===== src/verilog/excmm_regs.svh =====
// Constants for the exception code and management entry block.
// Assumes inclusion by bare name from the design files.
`ifndef EXCMM_REGS_SVH
`define EXCMM_REGS_SVH
// Exception vectors
`define EXCMM_VEC_DF 8'h08
`define EXCMM_VEC_TS 8'h0a
`define EXCMM_VEC_NP 8'h0b
`define EXCMM_VEC_SS 8'h0c
`define EXCMM_VEC_GP 8'h0d
`define EXCMM_VEC_PF 8'h0e
`define EXCMM_VEC_AC 8'h11
// Error code field positions
`define EXCMM_ERR_IDX_HI 15
`define EXCMM_ERR_IDX_LO 3
`define EXCMM_ERR_CAUSE 2
`define EXCMM_ERR_RW 1
`define EXCMM_ERR_ORIGIN 0
// Configuration bit positions in cfg_ctrl_reg_one
`define EXCMM_CFG_CTRL_REG_ONE_ALLOW 1
`define EXCMM_CFG_CTRL_REG_ONE_CODE 2
// Pin low width needed, in system clock periods
`define EXCMM_PIN_MIN_LOW 2
// Cycles spent saving the header
`define EXCMM_SAVE_CYCLES 4
`endif


===== src/verilog/excmm_pkg.sv =====
// Types for the exception code and management entry block.
// Assumes no other packages.
package excmm_pkg;
	// Fault classes that shape the error code
	typedef enum logic [1:0]
	{
		EXCMM_FC_PAGE = 2'h0,
		EXCMM_FC_IDT = 2'h1,
		EXCMM_FC_SEG = 2'h2,
		EXCMM_FC_ZERO = 2'h3
	} excmm_fclass_e;
	// Management entry sequencer states
	typedef enum logic [1:0]
	{
		EXCMM_ST_RUN = 2'h0,
		EXCMM_ST_SAVE = 2'h1,
		EXCMM_ST_FETCH = 2'h2,
		EXCMM_ST_MGMT = 2'h3
	} excmm_state_e;
endpackage : excmm_pkg


===== src/verilog/excmm_pin_sync.sv =====
// Two-stage synchroniser and falling-edge detector for the management pin.
// Assumes the pin is asynchronous to clk_sys.
`include "excmm_regs.svh"
module excmm_pin_sync
(
	// Clock and reset
	input wire logic clk_sys,
	input wire logic sys_rst,
	// Pin side
	input wire logic mgmt_irq_pin_n,
	// Synchronised view
	output logic pin_low,
	output logic fall_pulse
);
	logic meta_q;
	logic sync_q;
	logic prev_q;
	logic [1:0] low_cnt_q;

	// Synchroniser; first stage read only by second
	always_ff @(posedge clk_sys)
	begin
		if (sys_rst)
		begin
			meta_q <= 1'b1;
			sync_q <= 1'b1;
		end
		else
		begin
			meta_q <= mgmt_irq_pin_n;
			sync_q <= meta_q; // see [RQ23]
		end
	end

	// Low width counter, saturating
	always_ff @(posedge clk_sys)
	begin
		if (sys_rst)
			low_cnt_q <= 2'h0;
		else if (sync_q)
			low_cnt_q <= 2'h0;
		else if (low_cnt_q != 2'h3)
			low_cnt_q <= low_cnt_q + 2'h1;
	end

	// Edge is reported once the low level has lasted the minimum width
	always_ff @(posedge clk_sys)
	begin
		if (sys_rst)
		begin
			prev_q <= 1'b0;
			fall_pulse <= 1'b0;
			pin_low <= 1'b0;
		end
		else
		begin
			prev_q <= (low_cnt_q == 2'(`EXCMM_PIN_MIN_LOW - 1)) && !sync_q;
			fall_pulse <= (low_cnt_q == 2'(`EXCMM_PIN_MIN_LOW - 1)) && !sync_q && !prev_q; // see [RQ20]
			pin_low <= !sync_q;
		end
	end
endmodule : excmm_pin_sync


===== src/verilog/excmm_err_code.sv =====
// Error code former for protected and real mode exceptions.
// Assumes fault details are valid with the request in the same cycle.
`include "excmm_regs.svh"
module excmm_err_code
(
	// Clock and reset
	input wire logic clk_sys,
	input wire logic sys_rst,
	// Request
	input wire logic exc_req,
	input wire logic [7:0] exc_vector,
	input wire logic real_mode,
	input wire logic [12:0] sel_index,
	input wire logic table_indicator,
	input wire logic in_handler,
	input wire logic pf_protect,
	input wire logic pf_write,
	input wire logic pf_user,
	input wire logic idt_fault,
	// Result
	output logic exc_valid,
	output logic [7:0] exc_vec_out,
	output logic exc_suppressed,
	output logic err_push,
	output logic [15:0] err_code
);
	// Vectors that push a code in protected mode
	function automatic logic pushes(input logic [7:0] v);
		pushes = (v == `EXCMM_VEC_DF) || (v == `EXCMM_VEC_AC) || (v == `EXCMM_VEC_TS)
			|| (v == `EXCMM_VEC_NP) || (v == `EXCMM_VEC_SS) || (v == `EXCMM_VEC_GP)
			|| (v == `EXCMM_VEC_PF);
	endfunction : pushes

	excmm_pkg::excmm_fclass_e fclass;
	logic no_real;
	logic [15:0] code;

	// Class and code selection
	always_comb
	begin
		if (exc_vector == `EXCMM_VEC_PF)
			fclass = excmm_pkg::EXCMM_FC_PAGE;
		else if (exc_vector == `EXCMM_VEC_DF || exc_vector == `EXCMM_VEC_AC)
			fclass = excmm_pkg::EXCMM_FC_ZERO; // see [RQ6]
		else if (idt_fault)
			fclass = excmm_pkg::EXCMM_FC_IDT;
		else
			fclass = excmm_pkg::EXCMM_FC_SEG;
		code = 16'h0000;
		case (fclass)
			excmm_pkg::EXCMM_FC_PAGE:
			begin
				code[`EXCMM_ERR_CAUSE] = pf_protect; // see [RQ7]
				code[`EXCMM_ERR_RW] = pf_write; // see [RQ8]
				code[`EXCMM_ERR_ORIGIN] = pf_user; // see [RQ9]
			end
			excmm_pkg::EXCMM_FC_IDT:
			begin
				code[`EXCMM_ERR_IDX_HI:`EXCMM_ERR_IDX_LO] = sel_index; // see [RQ10]
				code[`EXCMM_ERR_RW] = 1'b1;
				code[`EXCMM_ERR_ORIGIN] = in_handler;
			end
			excmm_pkg::EXCMM_FC_SEG:
			begin
				code[`EXCMM_ERR_IDX_HI:`EXCMM_ERR_IDX_LO] = sel_index; // see [RQ11]
				code[`EXCMM_ERR_CAUSE] = table_indicator;
				code[`EXCMM_ERR_ORIGIN] = in_handler;
			end
			default:
				code = 16'h0000;
		endcase
		no_real = (exc_vector == `EXCMM_VEC_TS) || (exc_vector == `EXCMM_VEC_NP)
			|| (exc_vector == `EXCMM_VEC_PF);
	end

	// Registered result; real mode drops 10, 11, 14 and pushes nothing
	always_ff @(posedge clk_sys)
	begin
		if (sys_rst)
		begin
			exc_valid <= 1'b0;
			exc_vec_out <= 8'h00;
			exc_suppressed <= 1'b0;
			err_push <= 1'b0;
			err_code <= 16'h0000;
		end
		else
		begin
			exc_valid <= exc_req && !(real_mode && no_real); // see [RQ1]
			exc_suppressed <= exc_req && real_mode && no_real;
			exc_vec_out <= exc_req ? exc_vector : 8'h00; // see [RQ2] [RQ3]
			err_push <= exc_req && !real_mode && pushes(exc_vector); // see [RQ4] [RQ5]
			err_code <= (exc_req && !real_mode && pushes(exc_vector)) ? code : 16'h0000;
		end
	end
endmodule : excmm_err_code


===== src/verilog/excmm_top.sv =====
// Exception error codes and management mode entry control.
// Assumes the core pipeline drives request strobes on clk_sys and
// the management pin arrives asynchronously from a companion chipset.
//
// Functional notes
// [RQ1] Real mode never raises vectors 10, 11 or 14.
// [RQ2] Real mode vector 8 means interrupt table limit overrun.
// [RQ3] Real mode vector 12 means stack segment limit overrun.
// [RQ4] Vector 13 pushes code only in protected mode.
// [RQ5] Protected mode DF, AC, TS, NP, SS, GP, PF push 16-bit codes.
// [RQ6] Double fault and alignment check codes are zero.
// [RQ7] Page fault bit 2: 0 not present, 1 protection; 15:3 unused.
// [RQ8] Page fault bit 1: 0 read, 1 write.
// [RQ9] Page fault bit 0: 0 supervisor, 1 user.
// [RQ10] Table fault: index in 15:3, bit 1 set, bit 0 handler origin.
// [RQ11] Segment fault: index 15:3, indicator in bit 2, bit 1 clear.
// [RQ12] Pin management interrupt outranks all others including non-maskable.
// [RQ13] Software trap enters management mode like the pin.
// [RQ14] Selected memory region accesses may raise management interrupts too.
// [RQ15] Outside agent holds pin low at least two clocks.
// [RQ16] Both entries need the allow bit set.
// [RQ17] Pin needs code access bit 0; trap needs it 1.
// [RQ18] Both entries need region size field above zero.
// [RQ19] Entry saves header, then real mode, then fetch from base.
// [RQ20] Each falling pin edge raises a management interrupt; the code counts only edges held low for EXCMM_PIN_MIN_LOW clocks.
// [RQ21] Resume with pin not held low since entry raises new interrupt.
// [RQ22] Chipset makes one falling edge per stored event.
// [RQ23] Pin is synchronised before edge and width logic.
`include "excmm_regs.svh"
module excmm_top
#(
	// Header save length in clk_sys cycles
	parameter int SAVE_CYCLES = `EXCMM_SAVE_CYCLES
)
(
	// Clock and reset
	input wire logic clk_sys,
	input wire logic sys_rst,
	// Management pin from chipset
	input wire logic mgmt_irq_pin_n,
	// Configuration bits
	input wire logic [7:0] cfg_ctrl_reg_one,
	input wire logic [3:0] mgmt_region_size_reg,
	// Core event strobes
	input wire logic soft_mgmt_trap_insn,
	input wire logic mgmt_resume_insn,
	input wire logic mem_region_trap,
	input wire logic io_trap,
	input wire logic nmi_req,
	input wire logic intr_req,
	// Exception request
	input wire logic exc_req,
	input wire logic [7:0] exc_vector,
	input wire logic real_mode,
	input wire logic [12:0] sel_index,
	input wire logic table_indicator,
	input wire logic in_handler,
	input wire logic pf_protect,
	input wire logic pf_write,
	input wire logic pf_user,
	input wire logic idt_fault,
	// Exception result
	output logic exc_valid,
	output logic [7:0] exc_vec_out,
	output logic exc_suppressed,
	output logic err_push,
	output logic [15:0] err_code,
	// Interrupt arbitration result
	output logic take_mgmt,
	output logic take_nmi,
	output logic take_intr,
	// Management entry sequence
	output logic hdr_save,
	output logic force_real,
	output logic fetch_base,
	output logic system_mgmt_mode
);
	logic pin_low;
	logic fall_pulse;
	logic pin_ok;
	logic trap_ok;
	logic pend_q;
	logic pend_d;
	logic low_since_q;
	logic [2:0] save_cnt_q;
	logic start;
	excmm_pkg::excmm_state_e state_q;
	excmm_pkg::excmm_state_e state_d;

	// Refuse lengths that the three-bit save counter cannot count
	if (SAVE_CYCLES < 1 || SAVE_CYCLES > 8)
	begin : g_save_range
		$error("excmm_top: SAVE_CYCLES must lie between 1 and 8");
	end

	// The width counter in the synchroniser saturates at three
	if (`EXCMM_PIN_MIN_LOW < 1 || `EXCMM_PIN_MIN_LOW > 4)
	begin : g_pin_range
		$error("excmm_top: pin low width must lie between 1 and 4");
	end

	// Idle sequencer: the only state that accepts entries and interrupts
	function automatic logic is_running(input excmm_pkg::excmm_state_e s);
		is_running = (s == excmm_pkg::EXCMM_ST_RUN);
	endfunction : is_running

	// Shared recognition gate; the two entry kinds differ only in the
	// code access level that they need
	function automatic logic entry_gate(input logic [7:0] cfg, input logic [3:0] size,
		input logic want_code);
		entry_gate = cfg[`EXCMM_CFG_CTRL_REG_ONE_ALLOW] // see [RQ16]
			&& (cfg[`EXCMM_CFG_CTRL_REG_ONE_CODE] == want_code) // see [RQ17]
			&& (size != 4'h0); // see [RQ18]
	endfunction : entry_gate

	excmm_pin_sync u_sync
	(
		.clk_sys(clk_sys),
		.sys_rst(sys_rst),
		.mgmt_irq_pin_n(mgmt_irq_pin_n),
		.pin_low(pin_low),
		.fall_pulse(fall_pulse)
	);

	excmm_err_code u_err
	(
		.clk_sys(clk_sys),
		.sys_rst(sys_rst),
		.exc_req(exc_req),
		.exc_vector(exc_vector),
		.real_mode(real_mode),
		.sel_index(sel_index),
		.table_indicator(table_indicator),
		.in_handler(in_handler),
		.pf_protect(pf_protect),
		.pf_write(pf_write),
		.pf_user(pf_user),
		.idt_fault(idt_fault),
		.exc_valid(exc_valid),
		.exc_vec_out(exc_vec_out),
		.exc_suppressed(exc_suppressed),
		.err_push(err_push),
		.err_code(err_code)
	);

	// Recognition gates: the pin wants code access clear, the trap wants it set
	assign pin_ok = entry_gate(cfg_ctrl_reg_one, mgmt_region_size_reg, 1'b0); // see [RQ17]
	assign trap_ok = entry_gate(cfg_ctrl_reg_one, mgmt_region_size_reg, 1'b1); // see [RQ17]

	// Pending request: edges, region and io traps, and resume re-raise
	always_comb
	begin
		pend_d = pend_q;
		if (start)
			pend_d = 1'b0;
		if (pin_ok && fall_pulse) // see [RQ20] [RQ15]
			pend_d = 1'b1;
		if (pin_ok && (mem_region_trap || io_trap)) // see [RQ14]
			pend_d = 1'b1;
		if (pin_ok && mgmt_resume_insn && system_mgmt_mode && !low_since_q) // see [RQ21]
			pend_d = 1'b1;
	end

	always_ff @(posedge clk_sys)
	begin
		if (sys_rst)
			pend_q <= 1'b0;
		else
			pend_q <= pend_d;
	end

	// Tracks whether pin has stayed low since the last entry began
	always_ff @(posedge clk_sys)
	begin
		if (sys_rst)
			low_since_q <= 1'b0;
		else if (start)
			low_since_q <= pin_low;
		else if (!pin_low)
			low_since_q <= 1'b0;
	end

	// Entry starts from pending pin request or allowed trap while running
	assign start = is_running(state_q)
		&& (pend_q || (trap_ok && soft_mgmt_trap_insn)); // see [RQ13]

	// Entry sequencer
	always_comb
	begin
		state_d = state_q;
		case (state_q)
			excmm_pkg::EXCMM_ST_RUN:
				if (start)
					state_d = excmm_pkg::EXCMM_ST_SAVE;
			excmm_pkg::EXCMM_ST_SAVE:
				if (save_cnt_q == 3'(SAVE_CYCLES - 1))
					state_d = excmm_pkg::EXCMM_ST_FETCH; // see [RQ19]
			excmm_pkg::EXCMM_ST_FETCH:
				state_d = excmm_pkg::EXCMM_ST_MGMT;
			excmm_pkg::EXCMM_ST_MGMT:
				if (mgmt_resume_insn)
					state_d = excmm_pkg::EXCMM_ST_RUN;
			default:
				state_d = excmm_pkg::EXCMM_ST_RUN;
		endcase
	end

	always_ff @(posedge clk_sys)
	begin
		if (sys_rst)
			state_q <= excmm_pkg::EXCMM_ST_RUN;
		else
			state_q <= state_d;
	end

	// Header save cycle counter
	always_ff @(posedge clk_sys)
	begin
		if (sys_rst)
			save_cnt_q <= 3'h0;
		else if (state_q == excmm_pkg::EXCMM_ST_SAVE)
			save_cnt_q <= save_cnt_q + 3'h1;
		else
			save_cnt_q <= 3'h0;
	end

	// Registered sequence outputs
	always_ff @(posedge clk_sys)
	begin
		if (sys_rst)
		begin
			hdr_save <= 1'b0;
			force_real <= 1'b0;
			fetch_base <= 1'b0;
			system_mgmt_mode <= 1'b0;
		end
		else
		begin
			hdr_save <= state_d == excmm_pkg::EXCMM_ST_SAVE; // see [RQ19]
			force_real <= state_d == excmm_pkg::EXCMM_ST_FETCH;
			fetch_base <= state_d == excmm_pkg::EXCMM_ST_FETCH;
			system_mgmt_mode <= state_d != excmm_pkg::EXCMM_ST_RUN;
		end
	end

	// Arbitration: management first, then non-maskable, then maskable
	always_ff @(posedge clk_sys)
	begin
		if (sys_rst)
		begin
			take_mgmt <= 1'b0;
			take_nmi <= 1'b0;
			take_intr <= 1'b0;
		end
		else
		begin
			take_mgmt <= start; // see [RQ12]
			take_nmi <= !start && nmi_req && is_running(state_q);
			take_intr <= !start && !nmi_req && intr_req && is_running(state_q);
		end
	end
endmodule : excmm_top


===== config.mk =====
export PLATFORM = sky130hd
export DESIGN_NAME = excmm_top
export DESIGN_NICKNAME = d
export VERILOG_FILES = /design/src/verilog/excmm_pkg.sv /design/src/verilog/excmm_pin_sync.sv /design/src/verilog/excmm_err_code.sv /design/src/verilog/excmm_top.sv
export VERILOG_INCLUDE_DIRS = /design/src /design/src/verilog
export SDC_FILE = /design/constraint.sdc
export NUM_CORES = 1
export LEC_CHECK = 0
export BUFFER_PORTS_ARGS = -buffer_cell sky130_fd_sc_hd__buf_2
export CORE_ASPECT_RATIO = 1.25
export CORE_UTILIZATION = 30
export CTS_CLUSTER_SIZE = 16
export DETAILED_ROUTE_END_ITERATION = 7
export SLEW_MARGIN = 20
export SYNTH_ARGS = -nofsm -noshare
export SYNTH_HDL_FRONTEND = slang
export SYNTH_HIERARCHICAL = 1
export SYNTH_SLANG_ARGS = --single-unit

===== constraint.sdc =====
create_clock -name clk_sys -period 2.2 [get_ports clk_sys]
set_input_delay 0.11 -clock clk_sys [delete_from_list [all_inputs] [get_ports clk_sys]]
set_output_delay 0.11 -clock clk_sys [all_outputs]
set_load 0.02 [all_outputs]

Word-level counts from Yosys, hierarchy flattened
Index checks and enable logic that the tools add are counted.

Bits in registers: 47. Output and inout bits: 34. Word-level logic and storage cells: 115. Input port bits: 50.

Reduce and logical (&&, ||, !) cells: 52. Bitwise gates (word level): 5. Multiplexer cells: 16. Equal/unequal tests: 18. Add/subtract/negate cells: 2.

Operator list (count): $eq A8 B4 Y1 const B (6); $logic_and A1 B1 Y1 (24); $mux W2 (6); $logic_or A1 B1 Y1 (10); $reduce_or A2 Y1 (5); $eq A2 B1 Y1 const B (4); $eq A2 B2 Y1 const B (4); $eq A8 B5 Y1 const B (1); $pmux W2 S4 (1); $reduce_bool A4 Y1 (2); $logic_not A1 Y1 (7); $mux W1 (6); $pmux W1 S2 (3); $not A1 Y1 (5); $logic_not A2 Y1 (2); $ne A2 B2 Y1 const B (2); $add A3 B1 Y3 const B (1); $eq A3 B2 Y1 const B (1); $reduce_or A3 Y1 (1); $add A2 B1 Y2 const B (1); $reduce_bool A2 Y1 (1).

Logic depth before layout (Yosys ltp)
Gate-level depths: netlist of the first run.

Depth in word-level cells: 10. Mapped depth: 7. Depth with buffers taken out: 7.

By module
The synthesis of the first run kept the hierarchy.

Modules (own cells, without submodules): excmm_err_code (seq. area each 540.5 um2, area each 967.2 um2, times used 1, cells an instance 86); excmm_top (seq. area each 260.2 um2, area each 525.5 um2, times used 1, cells an instance 54); excmm_pin_sync (seq. area each 140.1 um2, area each 241.5 um2, times used 1, cells an instance 19).

Worst setup path before layout of the first run
OpenSTA, ideal clock, no wires.

Kind: in2reg. From: input exc_vector[5]. To: register u_err.err_code[5]. Arrival: 1.537 ns. Buffers on the path: 1. Required time: 2.084 ns. Setup time: 0.116 ns. Setup slack: 0.547 ns. Stages on the path: 7. Cells stage by stage: nor3_4 -> o211ai_1 -> a21boi_1 -> inv_1 -> ha_1 -> clkbuf_1 -> and3_2.

Word-level cells in the longest chain between the ends: 10. Elaborated cells on any way between the ends: 22. Classes of those cells: eq/ne (9); mux (2); bitwise (2); reduce/logical (9).

RTL lines: start: declaration (line excmm_top.sv:53) `input wire logic [7:0] exc_vector,`; parallel branches: the longest is 9 deep, another holds $eq A8 B4 Y1; $reduce_or A3 Y1 (no source line) (*); end signal: assignment (line excmm_err_code.sv:93) `err_code <= (exc_req && !real_mode && pushes(exc_vector)) ? code : 16'h0000;`; end: declaration (line excmm_err_code.sv:25) `output logic [15:0] err_code`.

Every way passes the cells marked *. A chain may end at the register's enable or synchronous reset.

Final worst setup path of the first run
From: input exc_vector[0]. To: register u_err.err_code[0].

Word-level cells in the longest chain between the ends: 10. Elaborated cells on any way between the ends: 23. Classes of those cells: eq/ne (9); mux (3); bitwise (1); reduce/logical (10).

RTL lines: parallel branches: the longest is 10 deep, another holds $eq A8 B4 Y1.

Parallel ways; which one is timed is not known.

==> impl_metrics.env, run 1 <==
export IMPL_initialDrtViolationCount=31
export IMPL_core_area_um2=5520
export IMPL_leakage_nw=1.17
export IMPL_clock_latency_ns=0.29
export IMPL_portBuffers=77
export IMPL_clock_sinks=47
export IMPL_setup_viol=0
export IMPL_syn_instance_count=159
export IMPL_route_detailed_drc=0
export IMPL_drv_slew=0
export IMPL_p_total_mw=1.75
export IMPL_cts_resized=0
export IMPL_grt_use_total_pct=11.5
export IMPL_vias=1382
export IMPL_wl_per_cell_um=10.9
export IMPL_viasPerCell=4.53
export IMPL_path_class="input pin to flip-flop"
export IMPL_rsz0062_at_grt="false"
export IMPL_postRouteAntennaNets=0
export IMPL_die_area_um2=6090
export IMPL_setup_ws_ns=0.547
export IMPL_tns_ns=0
export IMPL_clock_path_buffers=2
export IMPL_power_density_nw_per_um2=753
export IMPL_n_antenna_cell=0
export IMPL_rr_startpoint="save_cnt_q[0]"
export IMPL_ys_warn_count=6
export IMPL_hold_path_class="input pin to flip-flop"
export IMPL_grt_start_max_net_pins=17
export IMPL_avgSynthCellArea_um2=10.9
export IMPL_syn_cell_area_um2=1730
export IMPL_worst_pin_slew_ns=0.529
export IMPL_endpoint_kind="flip-flop"
export IMPL_drt_pass1_iterations=4
export IMPL_fmax_mhz=605
export IMPL_startpoint="exc_vector[0]"
export IMPL_maxCapViolations=0
export IMPL_finalCriticalPeriod_ns=1.65
export IMPL_required_ns=2.40
export IMPL_pwr_share_comb_pct=8.4
export IMPL_ios=84
export IMPL_root_buffer="clkbuf_8"
export IMPL_finish_net_count=298
export IMPL_seq_power_share_pct=50.4
export IMPL_synth_seq_cells=47
export IMPL_hpwl_um=2620
export IMPL_cts_reportedPaths_clkPinSlew_ns=0.08
export IMPL_whs_ns=0.0508
export IMPL_crit_arrival_ns=1.85
export IMPL_ys_seq_area_share_pct=54.3
export IMPL_ys_types=46
export IMPL_vdd_drop_max_uv=286
export IMPL_ys_async_sr_fraction_pct=0
export IMPL_internal_power_mw=1.39
export IMPL_grt_pass1_wl_um=5530
export IMPL_timing_final_crit_share_pct=75.1
export IMPL_regToRegSetupSlack_ns=0.91
export IMPL_drive_gt1_share_pct=44.0
export IMPL_finClkSkew_ns=0.00559
export IMPL_crit_fanout=14
export IMPL_grt_overflow_total=0
export IMPL_grt_pass1_vias=1335
export IMPL_die_w_um=70.0
export IMPL_hp_start="sel_index[7]"
export IMPL_gp_congestion=0.680
export IMPL_die_h_um=87.0
export IMPL_cts_tree="built"
export IMPL_switching_power_mw=0.354
export IMPL_start_util_pct=31.4
export IMPL_row_count=30
export IMPL_outcome="completed"
export IMPL_synth_edf_count=0
export IMPL_pwr_share_clk_pct=41.2
export IMPL_cts_buffers=5
export IMPL_relSlewSlack_pct=64.7
export IMPL_dp_slack_ns=0.215
export IMPL_switching_share_pct=20.2
export IMPL_critPathLaunchType="input pin"
export IMPL_htree_levels=2
export IMPL_drt_total_wl_um=3320
export IMPL_hold_violations=0
export IMPL_synthToLayoutAreaGrowth_pct=33.8
export IMPL_antenna_found_initial=0
export IMPL_synthFlopType="dfxtp_1"
export IMPL_syn_num_nets=217
-- layout by cell type (no fill, tap or decap), drive strengths merged, types with 2 or more instances in the layout --
| cell | n |
|---|---|
| dfxtp | 47 |
| nor3b | 3 |
| and2b | 2 |
| a211oi | 2 |
| xor2 | 2 |
| nor4 | 2 |
| o211ai | 2 |
| or2 | 3 |
| buf | 78 |
| nor2 | 7 |
| nor2b | 4 |
| nand4 | 2 |
| clkbuf | 6 |
| and2 | 11 |
| nor3 | 5 |
| ha | 8 |
| a21oi | 5 |
| and3 | 18 |
| inv | 6 |
| o21ai | 2 |
| nand2 | 8 |
| a21boi | 2 |
| bufinv | 2 |
| a22oi | 2 |
-- worst paths after layout --
kind	to	depth (start not counted)
min reg2reg	u_sync/sync_q	1
max reg2reg	state_q[0]	4
max	u_err/err_code[0]	8
min	u_err/err_code[10]	2
-- sequential cells by signal (all words and copies together), names as in the netlist, 2 cells and up --
register and flops:
u_err/err_code 16, u_err/exc_vec_out 8, save_cnt_q 3, state_q 2, u_sync/low_cnt_q 2
-- Yosys cell counts (2+ instances only) --
| library cell | instances | area share (%) |
|---|---|---|
| nor2_1 | 7 | 1.5 |
| nand4_1 | 2 | 0.72 |
| and2_1 | 9 | 3.2 |
| or2_2 | 3 | 1.1 |
| clkbuf_1 | 3 | 0.65 |
| a21oi_1 | 3 | 0.87 |
| a22oi_1 | 2 | 0.87 |
| and3_2 | 6 | 2.6 |
| a211oi_1 | 2 | 0.87 |
| dfxtp_1 | 47 | 54 |
| nor3_1 | 4 | 1.2 |
| inv_1 | 6 | 1.3 |
| xor2_1 | 2 | 1.0 |
| nor3b_1 | 2 | 0.87 |
| ha_1 | 8 | 5.8 |
| nor2b_1 | 4 | 1.4 |
| and3_1 | 12 | 4.3 |
| nand2_1 | 8 | 1.7 |
| o21ai_0 | 2 | 0.58 |
-- layout make-up --
| class | instances | area (µm²) |
|---|---|---|
| clock buffer | 6 | 72.6 |
| sequential | 47 | 941 |
| multi-input combinational | 101 | 741 |
| tap | 64 | 80.1 |
| clock inverter | 2 | 60.1 |
| inverter | 6 | 22.5 |
| fill | 571 | 3200 |
| timing repair buffer | 79 | 403 |
-- routing by layer --
| layer | GRT usage (%) | up-vias | wire length (µm) | share of wire [%] |
|---|---|---|---|---|
| li1 | - | 712 | - | - |
| met1 | 12.4 | 623 | 1360 | 41 |
| met2 | 20.4 | 45 | 1710 | 52 |
| met3 | 4.51 | 2 | 214 | 6.5 |
| met4 | 4.36 | 0 | 28 | 0.84 |
| met5 | 0 | - | 0 | 0 |
-- critical path, cell delays in order --
cell,delay (ns)
buf_2,0.13
nor3b_1,0.19
o211ai_1,0.15
a21boi_1,0.34
inv_1,0.11
ha_1,0.50
a22oi_1,0.16
nor4_1,0.16
-- power by group through the flow --
| stage | Clock, mW | Sequential [mW] | Combinational, mW |
|---|---|---|---|
| after floorplan | 0 | 0.914 | 0.0625 |
| after global placement | 0 | 0.901 | 0.147 |
| after detailed placement | 0 | 0.901 | 0.148 |
| after CTS | 0.749 | 0.881 | 0.150 |
| after global routing | 0.774 | 0.884 | 0.166 |
| final | 0.719 | 0.881 | 0.147 |
-- through the flow --
| stage | util [%] | instance area, µm² | std cells |
|---|---|---|---|
| after floorplan | - | 1730 | 159 |
| final | 42.0 | 2320 | 305 |
| after global placement | 39.5 | 2180 | 296 |
| after detailed placement | 39.5 | 2180 | 296 |
| after global routing | 42.0 | 2320 | 305 |
| after CTS | 42.0 | 2320 | 305 |
-- kinds of logic (layout without fill, tap and decap cells) --
logic type | count (synthesis) | in the layout | share of synthesized area, %
adders and majority gates | 8 | 8 | 5.77
muxes | 1 | 1 | 0.649
AOI/OAI and AO/OA | 18 | 18 | 8.51
xor gates and xnor gates | 2 | 2 | 1.01
DFF | 47 | 47 | 54.3
buffers and inverters | 11 | 93 | 3.03
and+or+nand+nor | 72 | 72 | 26.8
-- timing repair --
action	in CTS	in global routing
buffers inserted	0	0
hold endpoints to repair	1	0
hold buffers	1	0
No activity file was read; power rests on OpenSTA's default activity.
==> run 2: changes to the inputs <==
clock period = 1.5 ns   (was 2.2 ns; I/O delays follow)
==> run 2 against run 1 <==
Compared with the run above:
- global-route usage barely moved
- first-iteration DRC count grew to 2.8 times the previous value
- wire length grew 4.1%
- sequential power increased by 46%
- cell count grew 4.3%
- clock-buffer cell count is the same
- flip-flop and latch count stayed put
- non-clock buffer count increased by 13
- utilization increased by 2.2 points
- register-to-register slack got worse by 0.69 ns
- worst setup slack worse by 0.33 ns
- worst hold slack lost 0.040 ns
- largest cell class unchanged
==> impl_metrics.env, run 2 (synthesis results as in run 1) <==
export IMPL_final_common_cell="buf_2"
export IMPL_cts_buffers=5
export IMPL_fmax_mhz=780
export IMPL_postRouteAntennaNets=0
export IMPL_p_total_mw=2.49
export IMPL_hpwl_um=2690
export IMPL_setup_ws_ns=0.219
export IMPL_vias=1438
export IMPL_outcome="completed"
export IMPL_power_density_nw_per_um2=1020
export IMPL_final_cell_mix="77 x buf_2, 47 x dfxtp_1, 12 x and3_1"
export IMPL_grt_start_max_net_pins=16
export IMPL_path_class="flip-flop to flip-flop"
export IMPL_drt_total_wl_um=3450
export IMPL_dp_slack_ns=-0.0285
export IMPL_n_antenna_cell=0
export IMPL_rsz0062_at_grt="false"
export IMPL_antenna_found_initial=0
export IMPL_regMostFlops="u_err/err_code"
export IMPL_maxCapViolations=0
export IMPL_hold_violations=0
export IMPL_cts_reportedPaths_clkPinSlew_ns=0.08
export IMPL_synthToLayoutAreaGrowth_pct=40.9
export IMPL_finalCriticalPeriod_ns=1.28
export IMPL_vdd_drop_max_uv=377
export IMPL_die_area_um2=6090
export IMPL_route_detailed_drc=0
export IMPL_worst_pin_slew_ns=0.307
export IMPL_critPathLaunchType="flip-flop"
export IMPL_crit_fanout=3
export IMPL_largest_reg_flops=16
export IMPL_initialDrtViolationCount=88
export IMPL_tns_ns=0
export IMPL_finish_net_count=311
export IMPL_grt_use_total_pct=11.5
export IMPL_stdcell_count=318
export IMPL_cts_tree="built"
export IMPL_start_util_pct=31.4
export IMPL_whs_ns=0.0106
export IMPL_required_ns=1.70
export IMPL_die_h_um=87.0
export IMPL_die_w_um=70.0
export IMPL_core_area_um2=5520
export IMPL_endpoint_kind="flip-flop"
export IMPL_crit_arrival_ns=1.49
export IMPL_timing_final_crit_share_pct=85.4
export IMPL_clock_latency_ns=0.29
export IMPL_relSlewSlack_pct=79.5
export IMPL_gp_congestion=0.724
export IMPL_largestRegisters="u_err/err_code: 16 flops, u_err/exc_vec_out: 8 flops, save_cnt_q: 3 flops"
export IMPL_setup_viol=0
export IMPL_final_cell_area_um2=2440
export IMPL_root_buffer="clkbuf_8"
export IMPL_dpl_cell_area_um2=2270
export IMPL_htree_levels=2
export IMPL_portBuffers=77
export IMPL_clock_path_buffers=2
export IMPL_dp_cells=304
export IMPL_wl_per_cell_um=10.9
export IMPL_hold_path_class="input pin to flip-flop"
export IMPL_drt_pass1_iterations=4
export IMPL_leakage_nw=1.23
export IMPL_n_fill_cell=558
export IMPL_ios=84
export IMPL_row_count=30
export IMPL_grt_pass1_wl_um=5530
export IMPL_grt_pass1_vias=1281
export IMPL_drv_slew=0
export IMPL_drive_gt1_share_pct=46.1
export IMPL_grt_overflow_total=0
export IMPL_utilization_pct=44.3
export IMPL_viasPerCell=4.52
export IMPL_clock_sinks=47
export IMPL_finClkSkew_ns=0.00132
-- run 2: metal layers --
layer	part of all wire, %	up-vias	global-route usage, %
met2	50	44	19.4
li1	-	738	-
met4	2.1	0	6.55
met1	43	650	13.3
met5	0	-	0
met3	4.8	6	3.01
-- run 2: report_power, final --
group / switching [mW] / internal (mW) / leakage (nW)
Clock: 0.397 / 0.539 / 0.0612
Combinational: 0.125 / 0.136 / 0.789
Sequential: 0.0154 / 1.28 / 0.382
Total: 0.537 / 1.95 / 1.23
-- run 2: what timing repair did --
action | in CTS | in global routing
gates resized for setup | 0 | 0
setup buffers | 0 | 0
endpoints found under the hold margin | 5 | 1
hold buffers | 5 | 1
-- run 2: final cells by class --
type | count | area [µm²] | share of cell area [%]
Tap cell | 64 | 80.1 | 3.28
Clock buffer | 6 | 82.6 | 3.38
Sequential cell | 47 | 941 | 38.5
Multi-Input combinational cell | 101 | 757 | 31.0
Timing Repair Buffer | 92 | 526 | 21.5
Inverter | 6 | 22.5 | 0.922
Clock inverter | 2 | 35.0 | 1.43
-- run 2: worst paths after layout --
path / startpoint / end / slack, ns / depth (start not counted)
worst max-delay path: save_cnt_q[0] / state_q[0] / 0.22 / 4
worst min-delay path: sel_index[5] / u_err/err_code[8] / 0.01 / 2
worst max register to register: save_cnt_q[0] / state_q[0] / 0.22 / 4
worst min register to register: u_sync/meta_q / u_sync/sync_q / 0.41 / 1
-- run 2: critical path: stages, from the launching register on --
cell      delay [ns]
dfxtp_1         0.32
ha_1            0.19
ha_1            0.20
mux2_2          0.26
a221oi_1        0.22
==> run 3: changes to the inputs <==
RECOVER_POWER = 50   (was default)
==> run 3 against run 2 <==
Compared with the run above:
- clock-buffer cell count is the same
- worst hold slack is essentially flat
- largest cell class unchanged
- cell count is the same
- highest routed layer unchanged
- die area is the same
- largest power group unchanged
==> impl_metrics.env, run 3 (synthesis results as in run 1) <==
export IMPL_core_area_um2=5520
export IMPL_vias=1443
export IMPL_drt_pass1_iterations=4
export IMPL_maxCapViolations=0
export IMPL_die_h_um=87.0
export IMPL_finClkSkew_ns=0.00187
export IMPL_grt_pass1_wl_um=5530
export IMPL_grt_use_total_pct=11.5
export IMPL_hold_path_class="input pin to flip-flop"
export IMPL_path_buf_inv=0
export IMPL_regMostFlops="u_err/err_code"
export IMPL_dpl_cell_area_um2=2270
export IMPL_grt_pass1_vias=1281
export IMPL_critPathLaunchType="flip-flop"
export IMPL_worst_pin_slew_ns=0.305
export IMPL_synthToLayoutAreaGrowth_pct=38.7
export IMPL_n_antenna_cell=0
export IMPL_power_density_nw_per_um2=1030
export IMPL_required_ns=1.70
export IMPL_antenna_found_initial=0
export IMPL_hpwl_um=2690
export IMPL_finalCriticalPeriod_ns=1.29
export IMPL_utilization_pct=43.6
export IMPL_cp_slowest_cell="dfxtp_1"
export IMPL_p_total_mw=2.49
export IMPL_clock_path_buffers=2
export IMPL_tns_ns=0
export IMPL_cts_tree="built"
export IMPL_critPathTopFamily="adder cells"
export IMPL_portBuffers=77
export IMPL_setup_viol=0
export IMPL_htree_levels=2
export IMPL_leakage_nw=1.11
export IMPL_row_count=30
export IMPL_timing_final_crit_share_pct=85.7
export IMPL_stdcell_count=318
export IMPL_vdd_drop_max_uv=381
export IMPL_final_cell_area_um2=2400
export IMPL_grt_start_max_net_pins=16
export IMPL_root_buffer="clkbuf_8"
export IMPL_cts_post_setup_buffers_inserted=0
export IMPL_fmax_mhz=778
export IMPL_switching_power_mw=0.541
export IMPL_start_util_pct=31.4
export IMPL_path_class="flip-flop to flip-flop"
export IMPL_internal_power_mw=1.95
export IMPL_die_area_um2=6090
export IMPL_clock_latency_ns=0.29
export IMPL_drv_slew=0
export IMPL_viasPerCell=4.54
export IMPL_finish_net_count=311
export IMPL_gp_congestion=0.724
export IMPL_cts_buffers=5
export IMPL_ios=84
export IMPL_rsz0062_at_grt="false"
export IMPL_largest_reg_flops=16
export IMPL_pwr_share_clk_pct=37.8
export IMPL_slowest_delay_ns=0.32
export IMPL_crit_arrival_ns=1.49
export IMPL_hold_violations=0
export IMPL_largestRegisters="u_err/err_code: 16 flops, u_err/exc_vec_out: 8 flops, save_cnt_q: 3 flops"
export IMPL_endpoint_kind="flip-flop"
export IMPL_wl_per_cell_um=10.9
export IMPL_path_common_cell="ha_1"
export IMPL_outcome="completed"
export IMPL_grt_overflow_total=0
export IMPL_final_common_cell="buf_2"
export IMPL_route_detailed_drc=0
export IMPL_clock_sinks=47
export IMPL_postRouteAntennaNets=0
export IMPL_final_cell_mix="50 x buf_2, 47 x dfxtp_1, 27 x clkbuf_1"
export IMPL_cts_reportedPaths_clkPinSlew_ns=0.08
export IMPL_drt_total_wl_um=3480
export IMPL_relSlewSlack_pct=79.6
export IMPL_die_w_um=70.0
export IMPL_crit_chain="ha_1, ha_1, mux2_2, a221oi_1"
export IMPL_drive_gt1_share_pct=35.0
export IMPL_seq_power_share_pct=51.9
export IMPL_initialDrtViolationCount=83
export IMPL_crit_fanout=3
export IMPL_pwr_share_comb_pct=10.3
export IMPL_dp_cells=304
export IMPL_switching_share_pct=21.8
## run 3: cell types whose count changed in the layout (fill, tap and decap cells not counted), sizes merged
cell    delta
buf       -27
clkbuf    +27
## run 3: metal layers
layer / GRT usage (%) / share of wire (%) / routed length [µm] / vias up
met4: 6.55 / 2.1 / 74 / 0
met3: 3.01 / 5.2 / 180 / 6
met2: 19.4 / 49 / 1710 / 44
met5: 0 / 0 / 0 / -
met1: 13.3 / 44 / 1520 / 659
li1: - / - / - / 734
## run 3: timing repair
item | in CTS | in global routing
gates resized for setup | 0 | 0
endpoints found under the hold margin | 5 | 1
hold buffers | 5 | 1
## run 3: final cells by class
| class | count | area [µm²] |
|---|---|---|
| tap | 64 | 80.1 |
| multi-input combinational | 101 | 752 |
| timing repair buffer | 92 | 492 |
| clock inverter | 2 | 35.0 |
| clock buffer | 6 | 82.6 |
| inverter | 6 | 22.5 |
| fill | 573 | 3110 |
| sequential | 47 | 941 |
## run 3: path summary, 6_finish.rpt
path | start | to | slack [ns] | cells past startpoint
worst min register to register | u_sync/meta_q | u_sync/sync_q | 0.41 | 1
worst max register to register | save_cnt_q[0] | state_q[0] | 0.21 | 4
worst min-delay path | sel_index[5] | u_err/err_code[8] | 0.01 | 2
worst max-delay path | save_cnt_q[0] | state_q[0] | 0.21 | 4
## run 3: power groups by stage
stage	Clock, mW	Combinational [mW]	Sequential [mW]
4_1_cts	0.971	0.262	1.29
2_1_floorplan	0	0.0972	1.34
6_report	0.939	0.256	1.29
5_1_grt	1.03	0.283	1.30
3_5_place_dp	0	0.250	1.32
3_3_place_gp	0	0.249	1.32
## run 3: metrics by stage
stage          hold slack, ns  worst slack [ns]
2_1_floorplan           0.142            0.0457
3_3_place_gp            0.268           -0.0151
3_5_place_dp            0.263           -0.0285
4_1_cts               0.00140             0.191
5_1_grt               0.00451            0.0773
6_report               0.0110             0.214
